File: src/hdl/tae_defs.svh
// Constants for the temperature alarm and alert-pin control block.
// Assumes the two-wire serial slave outside decodes the register
// pointer and presents plain register writes and reads.
//
// Contract
// - Config bit 7 locks the critical limit; set-only, cleared by reset.
// - Config bit 6 locks upper and lower limits; set-only, reset clears.
// - Config bit 5 is write-only, reads 0, self-clears; a 0 does nothing.
// - Writing 1 to bit 5 releases a latched alert; ignored in compare mode.
// - Config bit 4 reads 1 while the alert is asserted by a trip.
// - Bit 4 forced to 0 in sensor-off, updates again right after exit.
// - Config bit 3 enables the alert output; at 0 it never asserts.
// - Either lock set blocks writes to config bits 3, 1 and 0.
// - Config bit 2 at 1 lets only the critical alarm assert the alert.
// - Window lock set blocks writes to config bit 2.
// - Config bit 1 is polarity: 0 active low open drain, 1 active high.
// - Config bit 0 picks compare mode at 0, latch mode at 1.
// - Upper limit is a 16-bit register at 02h, 0.25 degree steps.
// - Enabled alert asserts above upper limit; clears at limit minus hyst.
// - Upper limit register is read-only while the window lock is set.
// - Upper bits 15:13 and 1:0 read 0; bit 12 sign; 11:2 value.
// - Upper sign bit is 0 for limits at or above zero, 1 below.
// - Hysteresis acts only on falling temperature.
// - Sensor-off raises no events and leaves the alert pin undriven.
`ifndef TAE_DEFS_SVH
`define TAE_DEFS_SVH

`define TAE_ADDR_CONFIG 8'h01
`define TAE_ADDR_UPPER 8'h02
`define TAE_ADDR_LOWER 8'h03
`define TAE_ADDR_CRIT 8'h04

`define TAE_CFG_CRIT_LOCK 7
`define TAE_CFG_WIN_LOCK 6
`define TAE_CFG_RELEASE 5
`define TAE_CFG_STATE 4
`define TAE_CFG_ENABLE 3
`define TAE_CFG_CRIT_ONLY 2
`define TAE_CFG_POLARITY 1
`define TAE_CFG_LATCH 0

`define TAE_LIMIT_MASK 16'h1FFC
`define TAE_LIMIT_SIGN 12
`define TAE_UPPER_RESET 16'h0000

// Hysteresis in eighths of a degree: off, 1.5, 3.0, 6.0
`define TAE_HYST_OFF 14'h0000
`define TAE_HYST_1P5 14'h000C
`define TAE_HYST_3P0 14'h0018
`define TAE_HYST_6P0 14'h0030

`endif

File: src/hdl/tae_pkg.sv
// Types shared by the alarm control block.
// Assumes nothing of its surroundings.
package tae_pkg;
  typedef logic [15:0] tae_word_t;
  typedef enum logic {
    tae_compare = 1'b0,
    tae_latch = 1'b1
  } tae_mode_t;
endpackage : tae_pkg

File: src/hdl/tae_alert_ctrl.sv
// Configuration low byte, upper trip limit and alert pin control.
// Assumes a serial slave issues one-cycle register writes, holds the
// read address steady, and that rst is the power-on reset.
`include "tae_defs.svh"
module tae_alert_ctrl (
  // Clock and power-on reset
  input wire logic clk,
  input wire logic rst,
  // Register access from the serial slave
  input wire logic reg_wr,
  input wire logic [7:0] reg_addr,
  input wire logic [15:0] reg_wdata,
  output tae_pkg::tae_word_t reg_rdata,
  // Sensor side
  input wire logic [15:0] temp_code,
  input wire logic [1:0] hyst_sel,
  input wire logic sensor_off,
  input wire logic [15:0] lower_limit,
  input wire logic [15:0] crit_limit,
  // Locks and write permits for the limit registers held outside
  output logic crit_limit_lock,
  output logic window_limits_lock,
  output logic crit_limit_wr,
  output logic lower_limit_wr,
  // Alert pin
  output logic alert_out,
  output logic alert_oe
);
  tae_pkg::tae_mode_t alert_latch_select;
  tae_pkg::tae_mode_t next_latch_select;
  tae_pkg::tae_word_t upper_limit_value;
  tae_pkg::tae_word_t next_upper;
  tae_pkg::tae_word_t next_rdata;
  logic alert_output_state;
  logic alert_output_enable;
  logic crit_only_select;
  logic alert_polarity;
  logic cond_q;
  logic latched;
  wire logic upper_alarm;
  wire logic lower_alarm;
  wire logic crit_alarm;

  function automatic logic tae_hit(input logic [7:0] a, input logic [7:0] b);
    return a == b;
  endfunction : tae_hit

  // Decode
  wire logic cfg_wr = reg_wr && tae_hit(reg_addr, `TAE_ADDR_CONFIG);
  wire logic upper_wr = reg_wr && tae_hit(reg_addr, `TAE_ADDR_UPPER);
  wire logic crit_wr = reg_wr && tae_hit(reg_addr, `TAE_ADDR_CRIT);
  wire logic lower_wr = reg_wr && tae_hit(reg_addr, `TAE_ADDR_LOWER);
  wire logic any_lock = crit_limit_lock || window_limits_lock;
  wire logic cfg_free = cfg_wr && !any_lock;
  wire logic crit_sel_free = cfg_wr && !window_limits_lock;

  // Locks can only be set; power-on reset is the sole way out
  wire logic next_crit_lock = crit_limit_lock ||
    (cfg_wr && reg_wdata[`TAE_CFG_CRIT_LOCK]);
  wire logic next_win_lock = window_limits_lock ||
    (cfg_wr && reg_wdata[`TAE_CFG_WIN_LOCK]);
  wire logic next_enable = cfg_free ? reg_wdata[`TAE_CFG_ENABLE]
                                    : alert_output_enable;
  wire logic next_polarity = cfg_free ? reg_wdata[`TAE_CFG_POLARITY]
                                      : alert_polarity;
  wire logic next_crit_only = crit_sel_free ? reg_wdata[`TAE_CFG_CRIT_ONLY]
                                            : crit_only_select;
  assign next_latch_select = cfg_free
    ? tae_pkg::tae_mode_t'(reg_wdata[`TAE_CFG_LATCH])
    : alert_latch_select;

  // Upper limit, reserved bits masked away on write
  assign next_upper = (upper_wr && !window_limits_lock)
    ? (reg_wdata & `TAE_LIMIT_MASK) : upper_limit_value;

  tae_limit_cmp u_cmp (
    .clk(clk),
    .rst(rst),
    .hold(sensor_off),
    .temp_code(temp_code),
    .hyst_sel(hyst_sel),
    .upper_limit(upper_limit_value),
    .lower_limit(lower_limit),
    .crit_limit(crit_limit),
    .upper_alarm(upper_alarm),
    .lower_alarm(lower_alarm),
    .crit_alarm(crit_alarm)
  );

  // Alarm condition and its rising edge, which is what latches
  wire logic cond = crit_only_select ? crit_alarm
    : (upper_alarm || lower_alarm || crit_alarm);
  wire logic cond_rise = cond && !cond_q;
  wire logic is_latch = alert_latch_select == tae_pkg::tae_latch;
  // The release bit is never stored, so it cannot read back
  wire logic alert_release = cfg_wr && reg_wdata[`TAE_CFG_RELEASE]
                             && is_latch;
  // A new trip in the release cycle wins over the release
  wire logic next_latched = (sensor_off || !is_latch) ? 1'b0
    : (alert_output_enable && cond_rise) ? 1'b1
    : alert_release ? 1'b0 : latched;
  wire logic next_state = (sensor_off || !alert_output_enable) ? 1'b0
    : is_latch ? next_latched : cond;
  // Active low releases the line when idle; active high drives both
  wire logic next_oe = !sensor_off &&
    (alert_polarity || next_state);
  wire logic next_out = alert_polarity && next_state;

  wire logic [7:0] cfg_low = {crit_limit_lock, window_limits_lock, 1'b0,
    alert_output_state, alert_output_enable, crit_only_select,
    alert_polarity, alert_latch_select};
  assign next_rdata = tae_hit(reg_addr, `TAE_ADDR_CONFIG) ? {8'h00, cfg_low}
    : tae_hit(reg_addr, `TAE_ADDR_UPPER) ? upper_limit_value
    : 16'h0000;

  always_ff @(posedge clk) begin
    if (rst) begin
      crit_limit_lock <= 1'b0;
      window_limits_lock <= 1'b0;
      alert_output_enable <= 1'b0;
      crit_only_select <= 1'b0;
      alert_polarity <= 1'b0;
      alert_latch_select <= tae_pkg::tae_compare;
      upper_limit_value <= `TAE_UPPER_RESET;
    end else begin
      crit_limit_lock <= next_crit_lock;
      window_limits_lock <= next_win_lock;
      alert_output_enable <= next_enable;
      crit_only_select <= next_crit_only;
      alert_polarity <= next_polarity;
      alert_latch_select <= next_latch_select;
      upper_limit_value <= next_upper;
    end
  end

  always_ff @(posedge clk) begin
    if (rst) begin
      cond_q <= 1'b0;
      latched <= 1'b0;
      alert_output_state <= 1'b0;
      alert_out <= 1'b0;
      alert_oe <= 1'b0;
    end else begin
      cond_q <= cond;
      latched <= next_latched;
      alert_output_state <= next_state;
      alert_out <= next_out;
      alert_oe <= next_oe;
    end
  end

  // Permits are a cycle late so they leave a flop like every output
  always_ff @(posedge clk) begin
    if (rst) begin
      crit_limit_wr <= 1'b0;
      lower_limit_wr <= 1'b0;
      reg_rdata <= 16'h0000;
    end else begin
      crit_limit_wr <= crit_wr && !crit_limit_lock;
      lower_limit_wr <= lower_wr && !window_limits_lock;
      reg_rdata <= next_rdata;
    end
  end
endmodule : tae_alert_ctrl

File: src/hdl/tae_limit_cmp.sv
// Trip-point comparators with falling-edge hysteresis.
// Assumes temperature and limits in register format, sign at bit 12.
`include "tae_defs.svh"
module tae_limit_cmp (
  // Clock and reset
  input wire logic clk,
  input wire logic rst,
  // Sensor side
  input wire logic hold,
  input wire logic [15:0] temp_code,
  input wire logic [1:0] hyst_sel,
  // Limits
  input wire logic [15:0] upper_limit,
  input wire logic [15:0] lower_limit,
  input wire logic [15:0] crit_limit,
  // Alarm flags
  output logic upper_alarm,
  output logic lower_alarm,
  output logic crit_alarm
);
  wire logic signed [13:0] temp_s;
  wire logic signed [13:0] hyst;
  wire logic signed [13:0] lower_s;
  wire logic [15:0] hi_limit [2];
  logic [1:0] hi_flag;
  wire logic [1:0] next_hi_flag;
  logic next_lower_alarm;

  // Limits are in quarter degrees; shift left once to match eighths
  function automatic logic signed [13:0] tae_lim(input logic [15:0] l);
    return {{2{l[12]}}, l[12:2], 1'b0};
  endfunction : tae_lim

  assign temp_s = {{2{temp_code[12]}}, temp_code[12:1]};
  assign hyst = (hyst_sel == 2'h1) ? `TAE_HYST_1P5 :
                (hyst_sel == 2'h2) ? `TAE_HYST_3P0 :
                (hyst_sel == 2'h3) ? `TAE_HYST_6P0 : `TAE_HYST_OFF;
  assign lower_s = tae_lim(lower_limit);
  assign hi_limit[0] = upper_limit;
  assign hi_limit[1] = crit_limit;

  // Rising limits: set above, clear only at limit minus hysteresis
  for (genvar i = 0; i < 2; i++) begin : g_high
    wire logic signed [13:0] lim_s;
    assign lim_s = tae_lim(hi_limit[i]);
    assign next_hi_flag[i] = hi_flag[i] ? !(temp_s <= lim_s - hyst)
                                        : (temp_s > lim_s);
  end

  // Lower limit: hysteresis below the trip, clear once back at limit
  assign next_lower_alarm = lower_alarm ? !(temp_s >= lower_s)
                                        : (temp_s < lower_s - hyst);

  // Data is frozen while the sensor is off
  always_ff @(posedge clk) begin
    if (rst) begin
      hi_flag <= 2'h0;
      lower_alarm <= 1'b0;
    end else if (!hold) begin
      hi_flag <= next_hi_flag;
      lower_alarm <= next_lower_alarm;
    end
  end

  assign upper_alarm = hi_flag[0];
  assign crit_alarm = hi_flag[1];
endmodule : tae_limit_cmp

File: config.mk
export PLATFORM = sky130hd
export DESIGN_NAME = tae_alert_ctrl
export DESIGN_NICKNAME = d
export VERILOG_FILES = /design/src/hdl/tae_pkg.sv /design/src/hdl/tae_alert_ctrl.sv /design/src/hdl/tae_limit_cmp.sv
export VERILOG_INCLUDE_DIRS = /design/src /design/src/hdl
export SDC_FILE = /design/constraint.sdc
export NUM_CORES = 1
export LEC_CHECK = 0
export ABC_AREA = 0
export BUFFER_PORTS_ARGS = -buffer_cell sky130_fd_sc_hd__buf_2
export CAP_MARGIN = 0
export CELL_PAD_IN_SITES_DETAIL_PLACEMENT = 0
export CELL_PAD_IN_SITES_GLOBAL_PLACEMENT = 1
export CORE_MARGIN = 8
export CORE_UTILIZATION = 37
export DETAILED_ROUTE_END_ITERATION = 10
export MAX_ROUTING_LAYER = met4
export PLACE_DENSITY = 0.89
export SLEW_MARGIN = 20
export SYNTH_ARGS = -nofsm -noshare
export SYNTH_HDL_FRONTEND = slang
export SYNTH_HIERARCHICAL = 1
export SYNTH_SLANG_ARGS = --single-unit
File: constraint.sdc
create_clock -name clk -period 2.5 [get_ports clk]
set_input_delay 0.125 -clock clk [delete_from_list [all_inputs] [get_ports clk]]
set_output_delay 0.125 -clock clk [all_outputs]
set_load 0.01 [all_outputs]
# After elaboration in Yosys (flattened, before gate mapping)
# Cells that the tools add are included.
[classes]
n_addsub = 3
n_lt_le_gt_ge = 6
n_eq_ne = 7
n_mux = 14
bitwise = 1
reduce_logical = 36
[ops]
columns = ["operator", "count"]
rows = [
  ["12-bit by 14-bit subtractor with 14-bit output", 3],
  ["12-bit by 14-bit <= comparator with 1-bit output", 2],
  ["14-bit 2-to-1 mux", 2],
  ["12-bit > comparator", 2],
  ["1-bit logical AND", 17],
  ["8-bit by 2-bit equality test with 1-bit output (second input constant)", 2],
  ["8-bit 2-to-1 mux", 2],
  ["12-bit by 14-bit less-than comparator with 1-bit output", 1],
  ["12-bit greater-or-equal comparator", 1],
  ["1-bit zero test", 10],
  ["1-bit 2-to-1 mux", 9],
  ["8-bit by 1-bit equality test with 1-bit output (second input constant)", 1],
  ["8-bit by 3-bit equality test with 1-bit output (second input constant)", 1],
  ["1-bit logical OR", 8],
  ["6-bit 2-to-1 mux", 1],
  ["2-bit equality test (second input constant)", 2],
  ["3-bit OR reduction", 1],
  ["2-bit by 1-bit equality test with 1-bit output (second input constant)", 1],
  ["1-bit NOT", 1],
]
[word_totals]
ff_bits = 40
out_inout_bits = 22
wordCells = 85

# Depth between registers and ports, before layout
# Gate-level depths: netlist of run 1.
[depth]
ltp_word = 11
ltp_mapped = 16

# Cells and area by module
# The synthesis of run 1 kept the hierarchy.
[modules_own_cells]
columns = ["mod", "n_inst", "cells_each", "area_per_inst_um2", "seq_area_each_um2"]
rows = [
  ["tae_limit_cmp", 1, 324, 2576.2, 60.1],
  ["tae_alert_ctrl", 1, 134, 1410.1, 740.7],
]

# Worst setup path before layout of run 1
# Ideal clock, no wire load.
[synth_path]
path_type = "input port to flip-flop"
start = "input port hyst_sel[0]"
end = "register u_cmp.hi_flag[0]"
setup_time_ps = 125
t_arrival_ps = 2609
required_ps = 2375
path_slack_ps = -234
path_stages = 16
path_buffers = 0
path_cell_list = "inv_1 ha_1 ha_1 nor2b_1 o21ai_1 nand2b_1 and2_1 nor3_1 xnor2_1 ha_1 a211oi_1 nor2_1 o31ai_1 o211ai_1 mux2i_1 a31oi_1"
[synth_between]
elab_chain_cells = 8
word_cells_on_any_way = 10
cone_classes = "1 x add/sub; 1 x order compare; 3 x eq/ne; 4 x mux; 1 x reduce/logical"
[synth_lines]
columns = ["item", "line_no", "text"]
rows = [
  ["start: declaration", "tae_alert_ctrl.sv:16", "input wire logic [1:0] hyst_sel,"],
  ["2-bit equality test", "tae_limit_cmp.sv:37", "(hyst_sel == 2'h3) ? `TAE_HYST_6P0 : `TAE_HYST_OFF;"],
  ["6-bit 2-to-1 mux (no source line)", "--", ""],
  ["14-bit 2-to-1 mux (no source line)", "--", ""],
  ["14-bit 2-to-1 mux (no source line) *", "--", ""],
  ["12-bit by 14-bit subtractor with 14-bit output *", "tae_limit_cmp.sv:46", "assign next_hi_flag[i] = hi_flag[i] ? !(temp_s <= lim_s - hyst)"],
  ["12-bit by 14-bit <= comparator with 1-bit output *", "tae_limit_cmp.sv:46", ""],
  ["1-bit zero test *", "tae_limit_cmp.sv:46", ""],
  ["1-bit 2-to-1 mux *", "tae_limit_cmp.sv:46", ""],
  ["end signal: assignment", "tae_limit_cmp.sv:60", "hi_flag <= next_hi_flag;"],
  ["end: declaration", "tae_limit_cmp.sv:25", "logic [1:0] hi_flag;"],
]
# Every way passes the cells marked *; elsewhere a longest branch is shown, timed or not.
# A chain may end at the register's enable or synchronous reset.

# Final worst setup path of run 1
[layout_path]
start = "register upper_limit_value[3]"
end = "register u_cmp.hi_flag[0]"
[layout_between]
elab_chain_cells = 4
word_cells_on_any_way = 5
cone_classes = "1 x add/sub; 2 x order compare; 1 x mux; 1 x reduce/logical"
[layout_lines]
columns = ["item", "line_no", "text"]
rows = [
  ["start: declaration", "tae_alert_ctrl.sv:31", "tae_pkg::tae_word_t upper_limit_value;"],
  ["start signal: assignment", "tae_alert_ctrl.sv:124", "upper_limit_value <= `TAE_UPPER_RESET;"],
  ["start signal: assignment", "tae_alert_ctrl.sv:132", "upper_limit_value <= next_upper;"],
  ["12-bit by 14-bit subtractor with 14-bit output", "tae_limit_cmp.sv:46", ""],
  ["12-bit by 14-bit <= comparator with 1-bit output", "tae_limit_cmp.sv:46", ""],
  ["1-bit zero test", "tae_limit_cmp.sv:46", ""],
  ["1-bit 2-to-1 mux *", "tae_limit_cmp.sv:46", ""],
]
# Marks and branches as above.

==> summary.md, run 1 <==
The run finished, with violations left. The checks that failed: negative setup slack. For the final clock skew, the log shows 0.00925 ns. For this design the total switching power over the nets is 643 uW. After clock tree synthesis, the clock-pin slew on the worst setup and hold paths is 0.09 ns. The clock latency at the later pin of the worst-skew pair is 0.29 ns. Setup repair after global routing could not meet its margin everywhere. In the final layout, the share of cells above drive strength 1 is 30.4%. The worst slew margin relative to its limit was 60.8%; the DRC violations left was 0.

The clock tree synthesis step divided the H-tree into 2 levels. The number of max-capacitance violations reported came out at 0. The total I/O pin count is 100. Combinational cells account for 38.5% of the total power. For the worst setup path, the data required time is 2.66 ns. The arrival time at the worst endpoint was 2.87 ns; the number of placed instances with taps included was 699. Once the floorplan was initialized, standard cells occupied 37.3% of the core. The logs give 0 for the final max-slew violation count and 5160 um2 for the cell area after layout.

The logs give 157 for the number of DRC violations after detailed-routing iteration 0 and 0.923 for the weighted congestion reported at the end of routability-driven placement. The kind of start point of the critical path is a flip-flop. Counting flops and latches in the post-synthesis netlist gives 40. Of the total power, the share spent switching nets is 33.0%. Static timing analysis puts the maximum clock frequency at 0.369 GHz.

The remaining antenna violation count was 0; the total inserted antenna cells was 0. Yosys printed 6 warnings. Worst hold margin: 0.0269 ns. Dominant synthesized flop cell: dfxtp_1.

The startpoint-to-endpoint class of the critical path is reg2reg. For the filler-free cell count of the finished design, the log shows 715. The final worst-path setup slack came out at -0.214 ns.

No sink is reached through more buffers than the 2 on the longest clock path. The number of hold buffers added after CTS was 0. TritonCTS built the clock tree. Dividing the final minimum period by the clock period gives 109%.

The worst hold path belongs to the class in2reg. The tree is rooted in a clkbuf_8. The logs give 739 for the final layout net count and 3929 for the number of global-route vias before repair. Synthesis handed over a netlist of 458 instances. Of all nets on the critical path, the largest fanout is 4. For this design, the sink count on the clock tree is 40. The slew at the pin with the worst max-slew slack is 0.573 ns. The logs give 3718 for the total number of vias and 27.9% for the clock share of power.

The final hold violation count came out at 0. Width of the die: 120 um. Buffers placed on the I/O ports in this run total 79.

The category of the worst setup path capture point was a flip-flop. The detailed-router iteration count before antenna repair was 4. The fill cell instance count of the final layout was 1030. The floorplan has 38 rows.

In the synthesized netlist the async set-or-reset flop fraction comes to 0%. After detailed routing, the number of vias per cell comes to 5.20. After detailed routing, the average wire length per cell comes to 15.5 um.

The total overflow left after global routing is 0. In this run the cell area measured after placement is 4840 um2. Global routing used 15.5% of the available tracks. The smallest clock period supported by the final layout is computed as 2.71 ns. For the HPWL reported at the end of detailed placement, the log shows 9.20 mm. Yosys mapped a number of flops with a built-in enable equal to 0. The pin count of the biggest net entering global routing was 29; the sequential area share after synthesis was 20.1%. For this design the static power due to leakage is 0.00237 uW. The tools report the count of distinct cell types in the synthesized netlist as 63. The logs give 3990 um2 for the netlist area before placement and 5 for the number of buffers inserted during clock tree synthesis. The logs give 18.3 mm for the global-route wire length before repair and 1310 uW for the internal portion of total power. Detailed-route wire length: 11.1 mm. The tools report the sequential share of power as 33.6%. The core region is 10700 um2. The die span in y was 120 um; the peak supply drop was 0.245 mV. The die area is 14400 um2. The initial antenna violation count is 0, and the relative area change from synthesis to final layout is 29.5%.

The cell area power density came out at 377 nW/um2. Synthesized area per cell: 8.70 um2. For the final count of negative-setup-slack endpoints, the log shows 3.
==> worst paths after layout <==
kind / start / end / slack [ns] / depth (start not counted)
worst max-delay path: upper_limit_value[3] / u_cmp/hi_flag[0] / -0.21 / 15
worst min-delay path: reg_addr[6] / crit_limit_wr / 0.03 / 2
worst max register to register: upper_limit_value[3] / u_cmp/hi_flag[0] / -0.21 / 15
worst min register to register: latched / latched / 0.47 / 2
==> state kept, by name, indices dropped and copies added (netlist names) <==
register	flops
alert_polarity	1
crit_limit_wr	1
latched	1
lower_limit_wr	1
cond_q	1
u_cmp/lower_alarm	1
crit_limit_lock	1
alert_output_state	1
alert_output_enable	1
alert_out	1
u_cmp/hi_flag	2
alert_latch_select	1
upper_limit_value	11
alert_oe	1
crit_only_select	1
window_limits_lock	1
reg_rdata	13
==> worst max-delay path, stage by stage, from the launching register on <==
cell and delay (ns):
dfxtp_2 0.34, inv_2 0.05, ha_4 0.16, fa_2 0.37, nor2b_4 0.15, o21ai_4 0.10, buf_6 0.14, nor2b_4 0.12
xnor2_1 0.12, ha_2 0.17, a211oi_2 0.21, nor2_1 0.07, o31ai_1 0.20, o211ai_1 0.14, mux2i_1 0.17, a31oi_1 0.09
==> cell type report <==
class                      instances  area, um2  share of cell area (%)
clock buffer                       5       68.8                    1.33
clock inverter                     3       42.5                   0.824
inverter                          44        175                    3.39
multi-input combinational        367       3180                    61.7
sequential                        40        803                    15.6
tap                              140        175                    3.39
timing repair buffer             116        714                    13.8
==> kinds of logic after synthesis <==
group                      after synthesis  share of synthesized area, %
other                                    1                        0.0941
AOI/OAI and AO/OA                       90                          15.9
DFF                                     40                          20.1
adders and majority gates               87                          27.9
buffers and inverters                   53                          5.59
and+or+nand+nor                        148                          21.4
muxes                                   16                          4.02
xor gates and xnor gates                23                          5.05
==> layer usage <==
| metal | up-vias | wire length, um | track usage [%] |
|---|---|---|---|
| li1 | 1873 | - | - |
| met1 | 1753 | 4870 | 17.9 |
| met2 | 80 | 5690 | 28.0 |
| met3 | 12 | 379 | 1.93 |
| met4 | 0 | 159 | 3.43 |
| met5 | - | 0 | - |
==> placed cells by master (no fill, tap or decap), types with 5 or more instances in the layout <==
cell,netlist,layout
nand4_1,11,11
nand2b_1,9,9
o21ai_1,6,6
nor3_1,6,5
a21oi_1,25,23
o21ai_0,6,5
buf_4,4,35
a21o_1,11,11
buf_2,1,77
dfxtp_1,40,38
clkbuf_8,0,5
nor2b_1,13,10
a22o_1,5,5
o21a_1,5,5
xnor2_1,19,19
ha_4,0,8
nand3_1,8,7
inv_1,44,41
and2_1,9,8
mux2i_1,16,16
ha_1,84,74
o211ai_1,5,5
nor2_1,45,43
nand2_1,16,16
==> power groups by stage <==
stage | combinational, uW | sequential, uW | clock, uW
3_5_place_dp | 682 | 669 | 0
4_1_cts | 725 | 655 | 556
5_1_grt | 838 | 657 | 578
3_3_place_gp | 653 | 669 | 0
6_report | 750 | 655 | 544
2_1_floorplan | 447 | 665 | 0
==> synthesized netlist by cell type, drive strengths merged, types with 2 or more instances <==
master | instances | area share, %
ha | 84 | 26
nor2 | 45 | 4.2
inv | 44 | 4.1
dfxtp | 40 | 20
a21oi | 25 | 3.1
xnor2 | 19 | 4.2
mux2i | 16 | 4.0
nand2 | 16 | 1.5
nor2b | 13 | 2.0
a21o | 12 | 2.4
o21ai | 12 | 1.5
nand4 | 11 | 1.7
and2 | 9 | 1.4
nand2b | 9 | 1.4
nor3 | 9 | 1.5
nor4 | 9 | 2.5
nand3 | 8 | 1.0
buf | 7 | 1.3
a211oi | 6 | 1.3
a22o | 5 | 1.1
o211ai | 5 | 0.94
o21a | 5 | 0.94
xor2 | 4 | 0.88
a2111oi | 3 | 1.1
a31oi | 3 | 0.47
fa | 3 | 1.5
nor3b | 3 | 0.69
or3b | 3 | 0.66
clkbuf | 2 | 0.19
nand3b | 2 | 0.38
o21bai | 2 | 0.38
o22ai | 2 | 0.31
o31ai | 2 | 0.38
or3 | 2 | 0.31
==> stage by stage <==
step / total power (uW) / worst slack (ns) / setup TNS (ns) / util, %
finish: 1950 / -0.214 / -0.373 / 48.3
global route: 2070 / -0.330 / -0.766 / 48.3
CTS: 1940 / -0.190 / -0.335 / 47.8
detailed placement: 1350 / -0.541 / -1.57 / 45.2
global placement: 1320 / -0.463 / -1.31 / 45.2
floorplan: 1110 / -0.0691 / -0.156 / -
==> repair_timing <==
item	in CTS	in global routing
buffers inserted	5	3
gates resized for setup	32	7
pin swaps	20	21
setup endpoints to repair	3	3
(Power assumes the default switching activity.)
==> run 2: changes to the inputs <==
--- a/config.mk
+++ b/config.mk
@@ -10,11 +10,10 @@
 export BUFFER_PORTS_ARGS = -buffer_cell sky130_fd_sc_hd__buf_2
 export CAP_MARGIN = 0
-export CELL_PAD_IN_SITES_DETAIL_PLACEMENT = 0
-export CELL_PAD_IN_SITES_GLOBAL_PLACEMENT = 1
 export CORE_MARGIN = 8
-export CORE_UTILIZATION = 37
+export CORE_UTILIZATION = 49
 export DETAILED_ROUTE_END_ITERATION = 10
 export MAX_ROUTING_LAYER = met4
-export PLACE_DENSITY = 0.89
+export PLACE_DENSITY = 0.87
+export REMOVE_ABC_BUFFERS = 1
 export SLEW_MARGIN = 20
 export SYNTH_ARGS = -nofsm -noshare
==> constraint.sdc (replaced) <==
create_clock -name clk -period 2.5 [get_ports clk]
set_input_delay 0.125 -clock clk [delete_from_list [all_inputs] [get_ports clk]]
set_output_delay 0.125 -clock clk [all_outputs]
set_load 0.05 [all_outputs]
==> run 2 against run 1 <==
  * The flow still finishes with violations (negative setup slack)
  * Non-clock buffer count increased by 6
  * Combinational power up 7.9%
  * Via count up 7.2%
  * Critical path type is now in2reg
==> summary.md, run 2 (same netlist as run 1, synthesis figures left out) <==
The total number of vias was 3985 (+7.2%); the flip-flop count of the largest register after layout was 13 (unchanged). The number of DRC violations after detailed-routing iteration 0 is 308 (+96%), and the buffer and inverter count on the worst path is 3 (+1). reg_rdata holds more flip-flops than any other register. The tools report the final hold violation count as 0 (unchanged). The worst hold margin is 0.0189 ns (-0.00799 ns). For the cell area after layout, the log shows 5220 um2 (+1.1%). The relative area change from synthesis to final layout is 31.0%, and the maximum count of clock buffers along a single path is 2 (unchanged). For the endpoint required time on the critical path, the log shows 2.68 ns (+0.02 ns). The tools report the final cell utilization of the core as 64.9% (+17 points). The run gives 0 (unchanged) as the DRC violations left.

The detailed-route vias per instance was 5.82 (+12%); the global-route usage over all layers was 21.0% (+5.5 points). The clock slew at the register clock pins of the worst setup and hold paths works out to 0.08 ns (about the same). The peak supply drop is 0.383 mV (+56%). The logs give 0.00241 uW (+2.0%) for the leakage power total and 59.1% (-1.7 points) for the worst slew margin relative to its limit. For the final worst-path setup slack, the log shows -0.319 ns (-0.106 ns). Width of the die: 106 um (-11%). The startpoint-to-endpoint class of the critical path is in2reg.

The slew at the pin with the worst max-slew slack is 0.598 ns (+0.0253 ns). The arrival time at the worst endpoint is 3.00 ns (+0.13 ns), and the final layout net count is 745 (+0.81%). The largest registers in the layout are reg_rdata x13, upper_limit_value x11, u_cmp/hi_flag x2. The biggest fanout along the worst timing path is 3 (-1), and the final max-slew violation count is 0 (unchanged). The remaining antenna violation count came out at 0 (unchanged). The pin count of the biggest net entering global routing is 29 (unchanged), and the area taken by multi-input logic gates is 3250 um2 (+2.0%). The kind of start point of the critical path is a primary input. The tools report the total number of placement rows as 33 (-13%). STA classifies the critical path endpoint as a flip-flop. The logs give 0.0115 ns (+0.00229 ns) for the final clock skew and 806 um2 (+0.31%) for the footprint of the flip-flops and latches. The logs give 5 (+1) for the detailed-router iteration count before antenna repair and 12.2 mm (+9.8%) for the detailed-route wire length. The number of placed instances with taps included is 665 (-4.9%), and the HPWL reported at the end of detailed placement is 8.78 mm (-4.5%). The total overflow reported by the global router was 0 (unchanged); the shortest period the worst path allows was 2.82 ns (+0.106 ns). The fill cell instance count of the final layout came out at 617 (-40%).

Number of H-tree branching levels: 2 (unchanged). The run gives 11300 um2 (-21%) as the die area. On the critical path the largest part of the delay comes from simple AND/OR/NAND/NOR gates.

Routed length per instance: 17.8 um (+15%). The fraction of the cycle the final worst path needs was 113% (+4.2 points). The tools report the number of sinks handled by clock tree synthesis as 40 (unchanged). The instance area after placement was 4690 um2 (-3.1%); the total I/O pin count was 100 (unchanged). The path class of the tightest hold or removal check is in2reg. The highest cell delay on the worst timing path came out at 0.31 ns (-0.06 ns).

The clock latency at the later pin of the worst-skew pair is 0.29 ns (about the same), and the cell area power density is 399 nW/um2 (+5.6%). Global-route wire length before repair: 19.2 mm (+4.6%). The die span in y is 106 um (-11%), and the number of buffers inserted during clock tree synthesis is 5 (unchanged). The number of global-route vias before repair was 4140 (+5.4%). Most common cell type on the critical path: ha_4. The checks that failed: negative setup slack.

The weighted congestion reported at the end of routability-driven placement is 0.901 (-2.4%). The starting utilization of the core area came out at 49.5% (+12 points). The number of I/O port buffers was 79 (unchanged). The flow ran to the end, but the final reports show violations. The run gives 0 (unchanged) as the initial antenna violation count. The most common cell after layout, fill and taps aside is buf_2. The number of max-capacitance violations reported is 0 (unchanged), and the final count of negative-setup-slack endpoints is 3 (unchanged). Setup repair after global routing could not meet its margin everywhere.

The top cell types in the final layout, fill and taps aside, are buf_2 (77), ha_1 (74), nor2_1 (42). For the top achievable clock speed, the log shows 0.355 GHz (-3.7%). The critical path goes through buf_8, inv_4, ha_4, o21bai_1, buf_4, ha_4, nor2b_2, o21ai_1, nand2b_1, nor2_2, a21oi_1, ha_1, nand2_1, nor2_4, nand3_2, nor4_4, nor4b_2, o2bb2ai_1. The total inserted antenna cells is 0 (unchanged), and the filler-free cell count of the finished design is 685 (-4.2%).

Standard cell with the maximum stage delay on the critical path: nor4_4. TritonCTS built the clock tree. In this run the clock root is driven by a clkbuf_8. The fraction of final layout cells sized beyond drive strength 1 is 31.7% (+1.3 points). The tools report the area of the core region as 8050 um2 (-25%).
==> run 2: changes by cell type in the layout (fill, tap and decap cells not counted), sizes merged <==
| cell | before | now |
|---|---|---|
| clkinv | 1 | 0 |
| clkinvlp | 1 | 0 |
| buf | 116 | 122 |
| bufinv | 1 | 2 |
==> run 2: layer usage <==
metal	vias to the layer above	GRT usage [%]	part of all wire, %
met5	-	-	0
met4	0	9.75	3.5
met3	50	4.54	6.3
met2	187	36.0	52
met1	1864	22.7	39
li1	1884	-	-
==> run 2: power by group <==
group	total (uW)	switching (uW)	internal [uW]
Clock	617	224	393
Sequential	655	11.2	644
Combinational	809	436	374
==> run 2: final cells by class <==
class,count,share of cell area [%]
Inverter,44,3.21
Clock inverter,2,1.15
Clock buffer,5,1.32
Timing Repair Buffer,122,14.2
Tap cell,105,2.52
Multi-Input combinational cell,367,62.2
Sequential cell,40,15.4
==> run 2: worst reg2reg max path, stage by stage (launching register included) <==
cell and delay, ns:
dfxtp_4 0.36, ha_4 0.21, nor2b_4 0.12, o21ai_2 0.12, nand2b_1 0.13, and2_4 0.18, nor3_4 0.12, xnor2_1 0.16
ha_1 0.29, a211oi_2 0.23, nor2_1 0.06, o31ai_1 0.22, o211ai_1 0.14, mux2i_1 0.22, a31oi_1 0.12
==> run 2: worst paths after layout <==
check | slack, ns | end | depth (start not counted) | start
worst max-delay path | -0.32 | u_cmp/hi_flag[1] | 18 | hyst_sel[1]
worst max register to register | -0.32 | u_cmp/hi_flag[0] | 14 | upper_limit_value[4]
worst min register to register | 0.46 | latched | 2 | latched
worst min-delay path | 0.02 | crit_limit_wr | 2 | reg_addr[6]
==> run 2: what timing repair did <==
action / in CTS / in global routing
setup endpoints to repair: 3 / 3
pin swaps: 33 / 38
hold buffers: 0 / 0
setup buffers: 6 / 7
gates resized for setup: 37 / 27
==> run 2: through the flow <==
stage | setup WS (ns) | setup TNS, ns | total power [uW]
6_report | -0.319 | -0.841 | 2080
5_1_grt | -0.449 | -1.19 | 2190
2_1_floorplan | -0.234 | -0.647 | 1090
4_1_cts | -0.205 | -0.606 | 2000
3_3_place_gp | -0.551 | -1.56 | 1290
3_5_place_dp | -0.717 | -1.96 | 1330
